<file path="src/bicd_defs.vh">
/*
 * bicd_defs.vh: register offsets, field positions, reset values and
 * limits of the bus-initialization identity capture DMA.
 * assumes: included by bicd_capture.v only, guarded against reinclusion.
 */
`ifndef BICD_DEFS_VH
`define BICD_DEFS_VH

// register byte offsets on the apb slave
`define BICD_OFS_BASE        12'h000
`define BICD_OFS_STATUS      12'h004
`define BICD_OFS_LINK_CTRL   12'h008
`define BICD_OFS_INT_EVENT   12'h00c
`define BICD_OFS_INT_MASK    12'h010
`define BICD_OFS_BUS_TIME    12'h014

// identity_capture_status field positions
`define BICD_ST_ERR_BIT      31
`define BICD_ST_GEN_HI       23
`define BICD_ST_GEN_LO       16
`define BICD_ST_SIZE_HI      10
`define BICD_ST_SIZE_LO      2

// link_control_reg and interrupt bits
`define BICD_LC_ACCEPT_BIT   9
`define BICD_EV_BUS_RESET    0
`define BICD_EV_DONE         1
`define BICD_EV_WIDTH        2

// reset values and limits
`define BICD_SIZE_RESET      9'h000
`define BICD_SIZE_FULL       9'h1ff
`define BICD_SIZE_OVERFLOW   11'h7ff // overflow mark, cut to the count field
`define BICD_GEN_RESET       8'h00
`define BICD_BASE_ALIGN_MASK 32'hfffff800

`endif

</file>
<file path="src/bicd_capture.v">
/*
 * bicd_capture.v: identity capture dma of the serial-bus host controller.
 * captures self-identity quadlets between bus reset end and the first
 * subaction gap, writes them behind a header quadlet into a 2k host
 * buffer, and keeps status, interrupts and an apb register file.
 * assumes: phy-side strobes and the host write port are synchronous to
 * SYS_CLK; the host write port takes one request and answers done/error.
 */
// The placing of the registers and the APB slave port were chosen for this implementation.
// Summary of operation
// error flag set on hardware or write error
// error-free capture clears the error flag
// generation counts bus resets, wraps at 255
// quadlet count includes header and packet data
// bus reset zeroes count with reset event
// reset during capture restarts, overwrites buffer
// header quadlet carries the generation number
// header timestamp: 3 seconds bits, 13 cycle bits
// after an error further data is discarded
// full 2048 bytes: count 7ff, error set; code stores 1ff, the low nine bits of the mark
// packets stored unchecked, software checks inverses
// data stored from reset end to subaction gap
// capture only while accept bit is set
// software loads base before setting accept bit
// identity phase end raises done event; code raises it on a subaction gap only, not on a bus reset
// identity packets outside phase go to queue
// software compares memory and register generations
// base register writable, 2k aligned, undefined
// quadlets go to ascending addresses from base
`timescale 1ns/1ps
`include "bicd_defs.vh"

module bicd_capture (
    input  wire        SYS_CLK,        // 250 mhz system clock
    input  wire        RST_N,          // asynchronous active-low reset
    // apb slave
    input  wire        PSEL,           // apb select
    input  wire        PENABLE,        // apb access phase
    input  wire        PWRITE,         // apb direction
    input  wire [11:0] PADDR,          // apb byte address
    input  wire [31:0] PWDATA,         // apb write data
    output reg  [31:0] PRDATA,         // apb read data
    output reg         PREADY,         // apb ready
    output reg         PSLVERR,        // apb error on unmapped address
    // phy side
    input  wire        BUS_RESET_START,   // pulse: bus reset detected
    input  wire        BUS_RESET_END,     // pulse: bus reset finished
    input  wire        SUBACTION_GAP,     // pulse: first subaction gap seen
    input  wire        ID_QUADLET_VALID,  // pulse: identity quadlet received
    input  wire [31:0] ID_QUADLET_DATA,   // received identity quadlet
    input  wire        PHY_RX_ERROR,      // pulse: hardware receive error
    input  wire [31:0] BUS_TIME,          // bus_time_register value
    // host memory write port
    output reg         HOST_WR_REQ,    // level: write request pending
    output reg  [31:0] HOST_WR_ADDR,   // quadlet byte address
    output reg  [31:0] HOST_WR_DATA,   // quadlet data
    input  wire        HOST_WR_DONE,   // pulse: write completed
    input  wire        HOST_WR_ERR,    // pulse with done: write failed
    // inbound_request_queue forwarding
    output reg         QUEUE_VALID,    // pulse: phy packet to queue
    output reg  [31:0] QUEUE_DATA,     // forwarded quadlet
    output reg         IRQ             // level interrupt
);

    ////////////////////////////////////////////////////////////////////
    // reset release through two flip-flops
    reg rst_meta;
    reg rst_sync;
    always @(posedge SYS_CLK or negedge RST_N) begin
        if (!RST_N) begin
            rst_meta <= 1'b0;
            rst_sync <= 1'b0;
        end else begin
            rst_meta <= 1'b1;
            rst_sync <= rst_meta;
        end
    end
    wire rst_n = rst_sync;

    ////////////////////////////////////////////////////////////////////
    // capture states
    localparam [1:0] ST_IDLE   = 2'b00;  // outside identity phase
    localparam [1:0] ST_WAIT   = 2'b01;  // in bus reset, awaiting its end
    localparam [1:0] ST_HEADER = 2'b10;  // writing header quadlet
    localparam [1:0] ST_DATA   = 2'b11;  // storing identity data

    // header quadlet: generation in 23:16, timestamp in 15:0
    function [31:0] make_header;
        input [7:0]  gen;
        input [31:0] tm;
        begin
            make_header = {8'h00, gen, tm[27:25], tm[24:12]};
        end
    endfunction

    // byte address of quadlet n in the buffer
    function [31:0] quad_addr;
        input [31:0] base;
        input [8:0]  n;
        begin
            quad_addr = (base & `BICD_BASE_ALIGN_MASK) | {21'h000000, n, 2'b00};
        end
    endfunction

    ////////////////////////////////////////////////////////////////////
    // registers
    reg  [31:0] capture_buffer_base;
    reg         accept_identity_packets;
    reg         capture_error_flag;
    reg  [7:0]  reset_generation_count;
    reg  [8:0]  written_quadlet_count;
    reg  [`BICD_EV_WIDTH-1:0] interrupt_event_reg;
    reg  [`BICD_EV_WIDTH-1:0] int_mask;
    reg  [1:0]  state;
    reg         seq_error;     // error seen in current sequence
    reg         hold_valid;    // one quadlet waiting for the write port
    reg  [31:0] hold_data;
    reg  [8:0]  next_slot;     // buffer slot of the next write

    wire apb_write = PSEL && PENABLE && PWRITE && PREADY;
    wire apb_read  = PSEL && !PENABLE && !PWRITE;
    wire in_phase  = (state == ST_HEADER) || (state == ST_DATA);
    wire overflow  = (next_slot == `BICD_SIZE_FULL) && HOST_WR_DONE && !HOST_WR_ERR;
    // overflow mark: only its low nine bits fit the quadlet count field
    wire [10:0] overflow_mark = `BICD_SIZE_OVERFLOW;

    ////////////////////////////////////////////////////////////////////
    // apb slave: no wait states, reads decoded in setup phase
    always @(posedge SYS_CLK or negedge rst_n) begin
        if (!rst_n) begin
            PREADY  <= 1'b0;
            PSLVERR <= 1'b0;
            PRDATA  <= 32'h00000000;
        end else begin
            PREADY  <= PSEL && !PENABLE;
            PSLVERR <= 1'b0;
            if (PSEL && !PENABLE) begin
                case (PADDR)
                    `BICD_OFS_BASE: PRDATA <= capture_buffer_base;
                    `BICD_OFS_STATUS: PRDATA <= {capture_error_flag, 7'h00,
                        reset_generation_count, 5'h00, written_quadlet_count[8:0], 2'b00};
                    `BICD_OFS_LINK_CTRL: PRDATA <= {22'h000000, accept_identity_packets, 9'h000};
                    `BICD_OFS_INT_EVENT: PRDATA <= {30'h00000000, interrupt_event_reg};
                    `BICD_OFS_INT_MASK: PRDATA <= {30'h00000000, int_mask};
                    `BICD_OFS_BUS_TIME: PRDATA <= BUS_TIME;
                    default: begin
                        PRDATA  <= 32'h00000000;
                        PSLVERR <= 1'b1;
                    end
                endcase
            end
            if (!apb_read && !(PSEL && !PENABLE))
                PRDATA <= PRDATA;
        end
    end

    ////////////////////////////////////////////////////////////////////
    // software-written control registers
    always @(posedge SYS_CLK or negedge rst_n) begin
        if (!rst_n) begin
            capture_buffer_base     <= 32'h00000000;
            accept_identity_packets <= 1'b0;
            int_mask                <= 2'b00;
        end else if (apb_write) begin
            case (PADDR)
                `BICD_OFS_BASE: capture_buffer_base <= PWDATA & `BICD_BASE_ALIGN_MASK;
                `BICD_OFS_LINK_CTRL: accept_identity_packets <= PWDATA[`BICD_LC_ACCEPT_BIT];
                `BICD_OFS_INT_MASK: int_mask <= PWDATA[`BICD_EV_WIDTH-1:0];
                default: ;
            endcase
        end
    end

    ////////////////////////////////////////////////////////////////////
    // interrupt events: sticky, write one to clear, set wins
    wire [`BICD_EV_WIDTH-1:0] ev_set;
    assign ev_set[`BICD_EV_BUS_RESET] = BUS_RESET_START;
    assign ev_set[`BICD_EV_DONE]      = in_phase && (SUBACTION_GAP || BUS_RESET_START)
                                        && !BUS_RESET_START;
    wire [`BICD_EV_WIDTH-1:0] ev_clr =
        (apb_write && PADDR == `BICD_OFS_INT_EVENT) ? PWDATA[`BICD_EV_WIDTH-1:0] : 2'b00;

    always @(posedge SYS_CLK or negedge rst_n) begin
        if (!rst_n) begin
            interrupt_event_reg <= 2'b00;
            IRQ                 <= 1'b0;
        end else begin
            interrupt_event_reg <= (interrupt_event_reg & ~ev_clr) | ev_set;
            IRQ <= |(((interrupt_event_reg & ~ev_clr) | ev_set) & int_mask);
        end
    end

    ////////////////////////////////////////////////////////////////////
    // capture state machine, status fields and host writes
    always @(posedge SYS_CLK or negedge rst_n) begin
        if (!rst_n) begin
            state                  <= ST_IDLE;
            capture_error_flag     <= 1'b0;
            reset_generation_count <= `BICD_GEN_RESET;
            written_quadlet_count  <= `BICD_SIZE_RESET;
            seq_error              <= 1'b0;
            hold_valid             <= 1'b0;
            hold_data              <= 32'h00000000;
            next_slot              <= 9'h000;
            HOST_WR_REQ            <= 1'b0;
            HOST_WR_ADDR           <= 32'h00000000;
            HOST_WR_DATA           <= 32'h00000000;
            QUEUE_VALID            <= 1'b0;
            QUEUE_DATA             <= 32'h00000000;
        end else begin
            QUEUE_VALID <= 1'b0;
            if (BUS_RESET_START) begin
                // restart: slot 0 again, old data will be overwritten
                reset_generation_count <= reset_generation_count + 8'h01;
                written_quadlet_count  <= `BICD_SIZE_RESET;
                state       <= ST_WAIT;
                seq_error   <= 1'b0;
                hold_valid  <= 1'b0;
                next_slot   <= 9'h000;
                HOST_WR_REQ <= 1'b0;
            end else begin
                // completion of an outstanding host write
                if (HOST_WR_REQ && HOST_WR_DONE) begin
                    HOST_WR_REQ <= 1'b0;
                    if (HOST_WR_ERR) begin
                        seq_error          <= 1'b1;
                        capture_error_flag <= 1'b1;
                    end else if (overflow) begin
                        written_quadlet_count <= overflow_mark[8:0];
                        seq_error             <= 1'b1;
                        capture_error_flag    <= 1'b1;
                    end else begin
                        written_quadlet_count <= next_slot + 9'h001;
                        next_slot             <= next_slot + 9'h001;
                    end
                end
                if (PHY_RX_ERROR && in_phase) begin
                    seq_error          <= 1'b1;
                    capture_error_flag <= 1'b1;
                end
                case (state)
                    ST_IDLE: begin
                        // identity packets here use the phy packet format
                        if (ID_QUADLET_VALID) begin
                            QUEUE_VALID <= 1'b1;
                            QUEUE_DATA  <= ID_QUADLET_DATA;
                        end
                    end
                    ST_WAIT: begin
                        if (BUS_RESET_END)
                            state <= accept_identity_packets ? ST_HEADER : ST_IDLE;
                    end
                    ST_HEADER: begin
                        // header carries generation and sampled timestamp
                        HOST_WR_REQ  <= 1'b1;
                        HOST_WR_ADDR <= quad_addr(capture_buffer_base, 9'h000);
                        HOST_WR_DATA <= make_header(reset_generation_count, BUS_TIME);
                        state        <= ST_DATA;
                        if (ID_QUADLET_VALID) begin
                            hold_valid <= 1'b1;
                            hold_data  <= ID_QUADLET_DATA;
                        end
                    end
                    ST_DATA: begin
                        // raw quadlets, check words included, nothing verified
                        if (ID_QUADLET_VALID && accept_identity_packets
                            && !seq_error && !PHY_RX_ERROR) begin
                            hold_valid <= 1'b1;
                            hold_data  <= ID_QUADLET_DATA;
                        end
                        if (hold_valid && (!HOST_WR_REQ || HOST_WR_DONE) && !seq_error
                            && !(HOST_WR_DONE && (HOST_WR_ERR || overflow))) begin
                            HOST_WR_REQ  <= 1'b1;
                            HOST_WR_ADDR <= quad_addr(capture_buffer_base,
                                                      HOST_WR_DONE ? next_slot + 9'h001
                                                                   : next_slot);
                            HOST_WR_DATA <= hold_data;
                            if (!ID_QUADLET_VALID)
                                hold_valid <= 1'b0;
                        end
                        if (seq_error)
                            hold_valid <= 1'b0;
                        if (SUBACTION_GAP) begin
                            state <= ST_IDLE;
                            if (!seq_error && !PHY_RX_ERROR && !(HOST_WR_DONE && HOST_WR_ERR))
                                capture_error_flag <= 1'b0;
                        end
                    end
                    default: state <= ST_IDLE;
                endcase
            end
        end
    end

endmodule // bicd_capture

</file>
<file path="config.mk">
export PLATFORM = sky130hd
export DESIGN_NAME = bicd_capture
export DESIGN_NICKNAME = d
export VERILOG_FILES = /design/src/bicd_capture.v
export VERILOG_INCLUDE_DIRS = /design/src
export SDC_FILE = /design/constraint.sdc
export NUM_CORES = 1
export LEC_CHECK = 0
export ABC_CLOCK_PERIOD_IN_PS = 13800
export BUFFER_PORTS_ARGS = -buffer_cell sky130_fd_sc_hd__buf_2
export CAP_MARGIN = 10
export CORE_ASPECT_RATIO = 0.8
export CORE_MARGIN = 3
export CORE_UTILIZATION = 50
export CTS_CLUSTER_SIZE = 25
export DETAILED_ROUTE_END_ITERATION = 6
export GPL_ROUTABILITY_DRIVEN = 1
export PLACE_DENSITY = 0.76
export SYNTH_ARGS = -nofsm -noshare
export SYNTH_HDL_FRONTEND = slang
export SYNTH_SLANG_ARGS = --single-unit
</file>
<file path="constraint.sdc">
create_clock -name SYS_CLK -period 13.8 [get_ports SYS_CLK]
set_input_delay 2.76 -clock SYS_CLK [delete_from_list [all_inputs] [get_ports SYS_CLK]]
set_output_delay 2.76 -clock SYS_CLK [all_outputs]
set_load 0.01 [all_outputs]
</file>
==> results of run 1 <==
==> stage by stage <==
stage | utilization [%] | hold WS [ps] | total power [uW] | cell area, sq um | setup slack (ps)
after floorplan | - | 331 | 794 | 9560 | 7160
after global placement | 59.5 | 338 | 859 | 11000 | 8740
after detailed placement | 59.5 | 341 | 863 | 11000 | 8720
after CTS | 63.3 | 356 | 1450 | 11700 | 9220
after global routing | 63.3 | 359 | 1490 | 11700 | 9060
final | 63.3 | 355 | 1440 | 11700 | 9200
==> path summary, 6_finish.rpt <==
kind | to | depth (start not counted) | slack, ps
worst min-delay path | rst_n$_DFF_PN0_ | 0 | 360
min in group asynchronous | HOST_WR_DATA[31]$_DFFE_PN0P_ | 0 | 430
worst max register to register | HOST_WR_DATA[15]$_DFFE_PN0P_ | 9 | 10180
worst max-delay path | capture_buffer_base[17]$_DFFE_PN0P_ | 5 | 9200
worst min register to register | rst_n$_DFF_PN0_ | 0 | 360
max in group asynchronous | HOST_WR_ADDR[18]$_DFFE_PN0P_ | 2 | 11520
==> metal layers <==
metal / vias to the layer above / wire length [microns] / GRT usage [%] / share of wire [%]
li1: 3342 / - / - / -
met1: 3608 / 11900 / 35.3 / 48
met2: 253 / 10700 / 35.2 / 43
met3: 35 / 1790 / 5.59 / 7.2
met4: 0 / 533 / 5.56 / 2.1
met5: - / 0 / 0 / 0
==> worst max-delay path: stages <==
cell and delay [ps]:
buf_2 90, or4_1 690, or3_4 470, or3_4 590
mux2_4 370
==> synthesized netlist by cell type, types with 3 or more instances <==
| master | number | share of area (%) |
|---|---|---|
| a22o_1 | 6 | 0.55 |
| nor2b_1 | 6 | 0.39 |
| xnor2_1 | 18 | 1.6 |
| mux2i_1 | 43 | 4.5 |
| a2bb2oi_1 | 4 | 0.37 |
| nand2b_1 | 3 | 0.20 |
| inv_1 | 4 | 0.16 |
| a22oi_1 | 13 | 1.0 |
| a21o_1 | 3 | 0.24 |
| o31ai_1 | 9 | 0.71 |
| o2bb2ai_1 | 5 | 0.46 |
| or3_1 | 4 | 0.26 |
| buf_1 | 3 | 0.12 |
| nand3b_1 | 3 | 0.24 |
| nor3_1 | 6 | 0.31 |
| nand4_1 | 7 | 0.46 |
| ha_1 | 3 | 0.39 |
| nor2_1 | 27 | 1.1 |
| dfrtp_1 | 222 | 58 |
| o21ai_0 | 67 | 3.5 |
| nand2_1 | 160 | 6.3 |
| nor4_1 | 4 | 0.26 |
| clkbuf_1 | 47 | 1.8 |
| a21oi_1 | 14 | 0.73 |
| nand3_1 | 15 | 0.79 |
| mux2_2 | 71 | 8.4 |
| xor2_1 | 7 | 0.64 |
| mux2_4 | 20 | 3.1 |
==> logic make-up after synthesis <==
group	Yosys count	synth area share (%)
compound gates	133	8.58
xor+xnor	25	2.29
fa+ha+maj	3	0.393
buf+inv	60	2.62
flops	222	58.1
mux	134	16.0
other cells	2	0.0786
simple gates	253	11.9
==> cell type report <==
type / instances / area, sq um / share of cell area [%]
Clock buffer: 33 / 633 / 5.42
Timing Repair Buffer: 252 / 1290 / 11.0
Multi-Input combinational cell: 551 / 3800 / 32.5
Inverter: 4 / 15.0 / 0.129
Clock inverter: 5 / 67.6 / 0.579
Sequential cell: 222 / 5560 / 47.6
Tap cell: 253 / 317 / 2.71
==> report_power, final <==
group	leakage [uW]	total (uW)	internal (uW)	switching, uW
sequential	0.00301	717	684	33.0
clock	0.000339	585	338	247
combinational	0.00279	135	64.1	70.8
total	0.00613	1440	1090	351
==> flow_summary.ini, run 1 <==
[sta]
rsz0062_at_grt = false
worst_slew_margin_rel_pct = 18.3
fin_skew_ps = 16.4
worst_pin_slew_ps = 1210
min_period_ps = 4600
setup_violations = 0
maxSlewViolCount = 0
fmax_mhz = 218
min_period_over_period_pct = 33.3
fin_setup_tns_ps = 0
hold_viol = 0

[global_routing]
grt_pass1_vias = 7116
grt_pass1_wl_microns = 39300
grt_overflow = 0
gr-usage-all-layers_pct = 23.6
antenna_found_initial = 0
grt_max_degree = 75

[run]
drv_cap = 0

[clock_tree]
clockBufferDepth = 3
cts_max_level = 1
cts_root_buf = clkbuf_16
numCtsBuffers = 23
cts_resized = 0
postCtsHoldBufs = 0
cts.reportedPaths.clkPinSlew_ps = 60
cts.sinks = 222
tritoncts = yes
clk_latency_ps = 510
post_cts.repair.setup_buffers = 0

[worst_setup_path]
crit_fanout = 21
crit_type = primary input to register
critPathArrivalTime_ps = 4990
r2r-start = next_slot[0]$_DFFE_PN0P_
start_kind = primary input
crit_required_ps = 14190
crit_path_start = PADDR[8]
end_kind = register

[synth]
synth_cell_types = 53
synth_area_per_cell_sq_um = 11.5
ys_seq_elements = 222
async_flop_share_pct = 100
synth_seq_area_share_pct = 58.1
synth_area_sq_mm = 0.00956
synth_edf_count = 0
synth_ff_type = dfrtp_1
syn_inst = 832
synth_warnings = 0

[route]
first_pass_iters = 4
num_vias = 7238
routed_wl_microns = 24900
drt-initial-drc-count = 427
post_drt_wl_per_cell_microns = 18.9
vias_per_cell = 5.48
drc = 0
ant_nets = 0

[layout]
nets = 1177
stdcell_count = 1320
final_common_cell = buf_2
drive_gt1_share_pct = 35.9
area_growth_pct = 22.2
antennaDiodeCount = 0
nFillCells = 1488
mostFrequentLayoutCells = buf_2 (242), dfrtp_1 (221), nand2_1 (160), mux2_2 (71), o21ai_0 (67)

[status]
outcome = complete, no violations

[place]
place_hpwl_microns = 17800
port_buffers = 242
gp_congestion = 0.884
dp_cells = 1282

[floorplan]
io_pins = 253
die_x_microns = 161
initial_utilization_pct = 51.8
rows = 44
die_area_sq_mm = 0.0208
core_sq_mm = 0.0184
die_y_microns = 130

[power_and_ir_drop]
ir_drop_v = 0.000108
power_density_mw_per_mm2 = 123
p_leak_uw = 0.00613

[worst_hold_path]
hp-class = register to register
hp-start = rst_meta$_DFF_PN0_
Power figures use the tool's default switching activity.
==> run 2, diff against run 1 <==
- ABC_CLOCK_PERIOD_IN_PS: 13800 -> 3800
- CORE_UTILIZATION: 50 -> 48
- PLACE_DENSITY: 0.76 -> 0.77
- clock period: 13.8 -> 3.8 ns (I/O delays scaled with it)
==> run 2 against run 1 <==
  * Global-route usage fell by 0.49 points
  * Combinational power rose to 3.6 times the previous value
  * Worst setup slack got worse by 8600 ps
  * Wire length increased by 1.3%
  * Hold slack got worse by 320 ps
  * Clock power rose to 3.9 times the previous value
  * Largest cell class unchanged
  * Final cell count rose by 0.76%
  * Register-to-register slack got worse by 9600 ps
  * Total power rose to 3.7 times the previous value
  * First-iteration DRC count is 34% higher
  * Highest routed layer unchanged
==> flow_summary.ini, run 2 (synthesis gave the netlist of run 1 again) <==
[worst_setup_path]
end_kind = register
cp_slowest_stage_delay_ps = 690
crit_required_ps = 4230
crit_fanout = 23
r2r_slack_ps = 600
critPathTopFamily = simple AND/OR/NAND/NOR gates
start_kind = register
crit_type = register to register
crit_slowest_cell = o221a_2
critPathArrivalTime_ps = 3630
worstPathCellList = ha_1, nand3_1, nor2_1, and3_1, ha_1, nor3b_1, o221a_2, buf_4, nand2_1, nand2_1
cp.buffers_inverters = 1

[floorplan]
die_y_microns = 132
io_pins = 253
die_area_sq_mm = 0.0216
die_x_microns = 164
core_sq_mm = 0.0193
initial_utilization_pct = 49.6
rows = 45

[sta]
hold_viol = 0
worst_slew_margin_rel_pct = 41.6
fin_setup_tns_ps = 0
rsz0062_at_grt = false
fin_ws_ps = 601
maxSlewViolCount = 0
setup_violations = 0
min_period_over_period_pct = 84.2
min_period_ps = 3200
fmax_mhz = 313
fin_skew_ps = 8.77
worst_pin_slew_ps = 876

[power_and_ir_drop]
p_leak_uw = 0.00621
swShare_pct = 23.9
pwr-share-clk_pct = 42.2
share_comb_of_total_power_pct = 9.2
ir_drop_v = 0.000334
share_seq_of_total_power_pct = 48.6
internal_power_uw = 4080
p_sw_uw = 1280
power_density_mw_per_mm2 = 453

[place]
gp_congestion = 0.833
port_buffers = 242
pre_cts_ws_ps = 634
dpl_cell_area_sq_mm = 0.0111
place_hpwl_microns = 18100

[clock_tree]
tritoncts = yes
cts_root_buf = clkbuf_16
cts_max_level = 1
clk_latency_ps = 500
postCtsHoldBufs = 0
numCtsBuffers = 23
cts.sinks = 222
post_cts.repair.setup_buffers = 0
cts_resized = 0
cts.reportedPaths.clkPinSlew_ps = 60
clockBufferDepth = 3

[layout]
antennaDiodeCount = 0
final_common_cell = buf_2
final_area_sq_mm = 0.0118
area_growth_pct = 23.8
drive_gt1_share_pct = 36.7
nets = 1182
mostFrequentLayoutCells = buf_2 (242), dfrtp_1 (221), nand2_1 (160), mux2_2 (71), o21ai_0 (67)

[route]
drc = 0
first_pass_iters = 5
ant_nets = 0
drt-initial-drc-count = 574
num_vias = 7201
vias_per_cell = 5.41
routed_wl_microns = 25300
post_drt_wl_per_cell_microns = 19.0

[run]
drv_cap = 0

[global_routing]
grt_pass1_vias = 7112
gr-usage-all-layers_pct = 23.1
grt_max_degree = 90
grt_overflow = 0
antenna_found_initial = 0
grt_pass1_wl_microns = 40200

[worst_hold_path]
hp-class = primary input to asynchronous set/reset pin

[status]
outcome = complete, no violations
==> run 2: power by group through the flow <==
| stage | clock network (uW) | logic (uW) | registers (uW) |
|---|---|---|---|
| 6_report | 2260 | 491 | 2610 |
| 5_1_grt | 2420 | 536 | 2620 |
| 4_1_cts | 2310 | 497 | 2610 |
| 3_5_place_dp | 0 | 494 | 2650 |
| 3_3_place_gp | 0 | 484 | 2640 |
| 2_1_floorplan | 0 | 209 | 2670 |
==> run 2: per-stage QoR <==
| step | instances | total power, uW | hold WS [ps] | utilization [%] |
|---|---|---|---|---|
| 3_3_place_gp | 1292 | 3120 | 336 | 57.5 |
| 6_report | 1330 | 5360 | 35.8 | 61.4 |
| 4_1_cts | 1330 | 5410 | 12.0 | 61.4 |
| 5_1_grt | 1330 | 5580 | 13.4 | 61.4 |
| 2_1_floorplan | 833 | 2880 | 331 | - |
| 3_5_place_dp | 1292 | 3140 | 343 | 57.5 |
==> run 2: area by class of cell <==
class / count / area (sq um)
Fill cell: 1561 / 7420
Sequential cell: 222 / 5560
Multi-Input combinational cell: 551 / 3800
Timing Repair Buffer: 257 / 1370
Clock buffer: 32 / 669
Tap cell: 258 / 323
Clock inverter: 6 / 90.1
Inverter: 4 / 15.0
==> run 2: worst paths after layout <==
path,cells past startpoint,to,startpoint
worst min-delay path,1,rst_meta$_DFF_PN0_,RST_N
worst min register to register,0,rst_n$_DFF_PN0_,rst_meta$_DFF_PN0_
worst max-delay path,10,HOST_WR_ADDR[27]$_DFFE_PN0P_,next_slot[0]$_DFFE_PN0P_
max in group asynchronous,1,capture_buffer_base[28]$_DFFE_PN0P_,rst_n$_DFF_PN0_
worst max register to register,10,HOST_WR_ADDR[27]$_DFFE_PN0P_,next_slot[0]$_DFFE_PN0P_
min in group SYS_CLK,0,rst_n$_DFF_PN0_,rst_meta$_DFF_PN0_
==> run 2: per-layer routing <==
metal	global-route usage (%)	up-vias	routed length, microns	part of all wire [%]
li1	-	3341	-	-
met1	35.2	3542	11700	46
met2	34.6	286	11100	44
met3	5.21	32	2050	8.1
met4	3.90	0	391	1.5
met5	0	-	0	0
==> run 3, diff against run 2 <==
- ABC_CLOCK_PERIOD_IN_PS: 3800 -> 3300
- CORE_UTILIZATION: 48 -> 50
- PLACE_DENSITY: 0.77 -> 0.76
- clock period: 3.8 -> 3.3 ns (I/O delays scaled with it)
==> run 3 against run 2 <==
  * Sequential cell count stayed put
  * Via count grew 0.60%
  * Wire length down 0.53%
  * Register-to-register slack lost 210 ps
  * Worst setup slack worse by 210 ps
  * Final cell count increased by 0.30%
  * Clock power up 16%
  * Hold slack gained 310 ps
  * Critical endpoint is now HOST_WR_ADDR[17]$_DFFE_PN0P_
  * Largest cell class unchanged
  * Non-clock buffer count up 6
  * Combinational power grew 16%
  * Design area rose by 0.57%
  * Critical path depth stayed put
==> flow_summary.ini, run 3 (synthesis gave the netlist of run 1 again) <==
[sta]
rsz0062_at_grt = false
fin_setup_tns_ps = 0
hold_viol = 0
min_period_ps = 2900
fin_ws_ps = 395
worst_pin_slew_ps = 1020
fmax_mhz = 344
fin_skew_ps = 12.6
maxSlewViolCount = 0
worst_slew_margin_rel_pct = 32.1
setup_violations = 0
min_period_over_period_pct = 88.0
whs_ps = 348

[layout]
stdcell_count = 1334
final_common_cell = buf_2
antennaDiodeCount = 0
drive_gt1_share_pct = 37.1
area_growth_pct = 24.5
mostFrequentLayoutCells = buf_2 (242), dfrtp_1 (221), nand2_1 (160), mux2_2 (71), o21ai_0 (67)
nFillCells = 1439
nets = 1188

[route]
routed_wl_microns = 25100
post_drt_wl_per_cell_microns = 18.8
vias_per_cell = 5.43
num_vias = 7244
drc = 0
first_pass_iters = 6
ant_nets = 0
drt-initial-drc-count = 462

[clock_tree]
cts_max_level = 1
post_cts.repair.setup_buffers = 0
tritoncts = yes
numCtsBuffers = 23
cts.reportedPaths.clkPinSlew_ps = 60
clockBufferDepth = 3
cts.sinks = 222
clk_latency_ps = 500
cts_root_buf = clkbuf_16

[place]
dp_cells = 1292
pre_cts_ws_ps = 258
port_buffers = 242
place_hpwl_microns = 18000
gp_congestion = 0.884

[floorplan]
die_y_microns = 130
die_area_sq_mm = 0.0208
initial_utilization_pct = 51.8
io_pins = 253
rows = 44
die_x_microns = 161
core_sq_mm = 0.0184

[worst_hold_path]
hp-start = rst_meta$_DFF_PN0_
hp-class = register to register

[worst_setup_path]
crit_fanout = 21
crit_required_ps = 3740
r2r-start = next_slot[0]$_DFFE_PN0P_
end_kind = register
cp_slowest_stage_delay_ps = 470
crit_path_start = next_slot[0]$_DFFE_PN0P_
critPathArrivalTime_ps = 3340
worstPathCellList = ha_1, nand3_1, nor2_1, and3_1, ha_1, nor3b_2, o221a_2, buf_4, nand2_1, nand2_1
start_kind = register
crit_slowest_cell = dfrtp_1
crit_type = register to register

[global_routing]
grt_max_degree = 75
antenna_found_initial = 1
grt_overflow = 0
grt-busiest-layer = met2
use_met1_pct = 35.8
gr-usage-all-layers_pct = 23.8
grt_use_met3_pct = 5.40
grt_pass1_wl_microns = 39600
grt_pass1_vias = 7086
met2_usage_pct = 35.9

[status]
outcome = complete, no violations

[power_and_ir_drop]
ir_drop_v = 0.000494
power_density_mw_per_mm2 = 521
p_leak_uw = 0.00626

[run]
drv_cap = 0
run 3: changes by cell type in the layout (fill, tap and decap cells not counted), sizes merged:
| cell | delta |
|---|---|
| buf | +5 |
| bufinv | -1 |
| clkbuf | +5 |
| clkinvlp | -1 |
| dlygate4sd3 | +1 |
run 3: worst max-delay path: cells and delay by family, from the launching register on:
family,cells,cell delay [ps]
compound gates,1,430
flops,1,470
fa+ha+maj,2,560
simple gates,6,1000
buf+inv,1,360
run 3: metrics by stage:
| step | power, uW | instance area [sq um] | util, % |
|---|---|---|---|
| 6_report | 6200 | 11900 | 64.5 |
| 5_1_grt | 6440 | 11900 | 64.5 |
| 4_1_cts | 6260 | 11900 | 64.5 |
| 3_5_place_dp | 3620 | 11100 | 60.2 |
| 3_3_place_gp | 3600 | 11100 | 60.2 |
| 2_1_floorplan | 3320 | 9560 | - |
run 3: worst paths after layout:
kind                                                 to  slack (ps)  depth (start not counted)
setup reg to reg           HOST_WR_ADDR[17]$_DFFE_PN0P_         400                         10
max in group asynchronous      hold_data[6]$_DFFE_PN0P_        1920                          1
setup / recovery           HOST_WR_ADDR[17]$_DFFE_PN0P_         400                         10
min in group asynchronous               rst_n$_DFF_PN0_         460                          2
hold / removal                          rst_n$_DFF_PN0_         350                          0
hold reg to reg                         rst_n$_DFF_PN0_         350                          0
run 3: layout make-up:
cell class	instances	area [sq um]	share of cell area, %
Clock buffer	37	728	6.12
Clock inverter	4	52.6	0.442
Inverter	4	15.0	0.126
Multi-Input combinational cell	551	3810	32.0
Sequential cell	222	5560	46.7
Tap cell	253	317	2.66
Timing Repair Buffer	263	1420	11.9
run 3: per-layer routing:
layer / wire length [microns] / vias up
li1: - / 3367
met1: 11700 / 3552
met2: 11000 / 288
met3: 2000 / 35
met4: 464 / 2
met5: 13 / -
run 3: what timing repair did:
item                                    in CTS  in global routing
hold buffers                                 1                  0
endpoints found under the setup margin       0                 14
endpoints found under the hold margin        2                  0
gates resized for setup                      0                  1
run 3: report_power, final:
| part | internal (uW) | switching, uW | total [uW] |
|---|---|---|---|
| logic | 275 | 293 | 568 |
| registers | 2860 | 148 | 3010 |
| clock network | 1590 | 1040 | 2630 |
| total | 4720 | 1480 | 6200 |
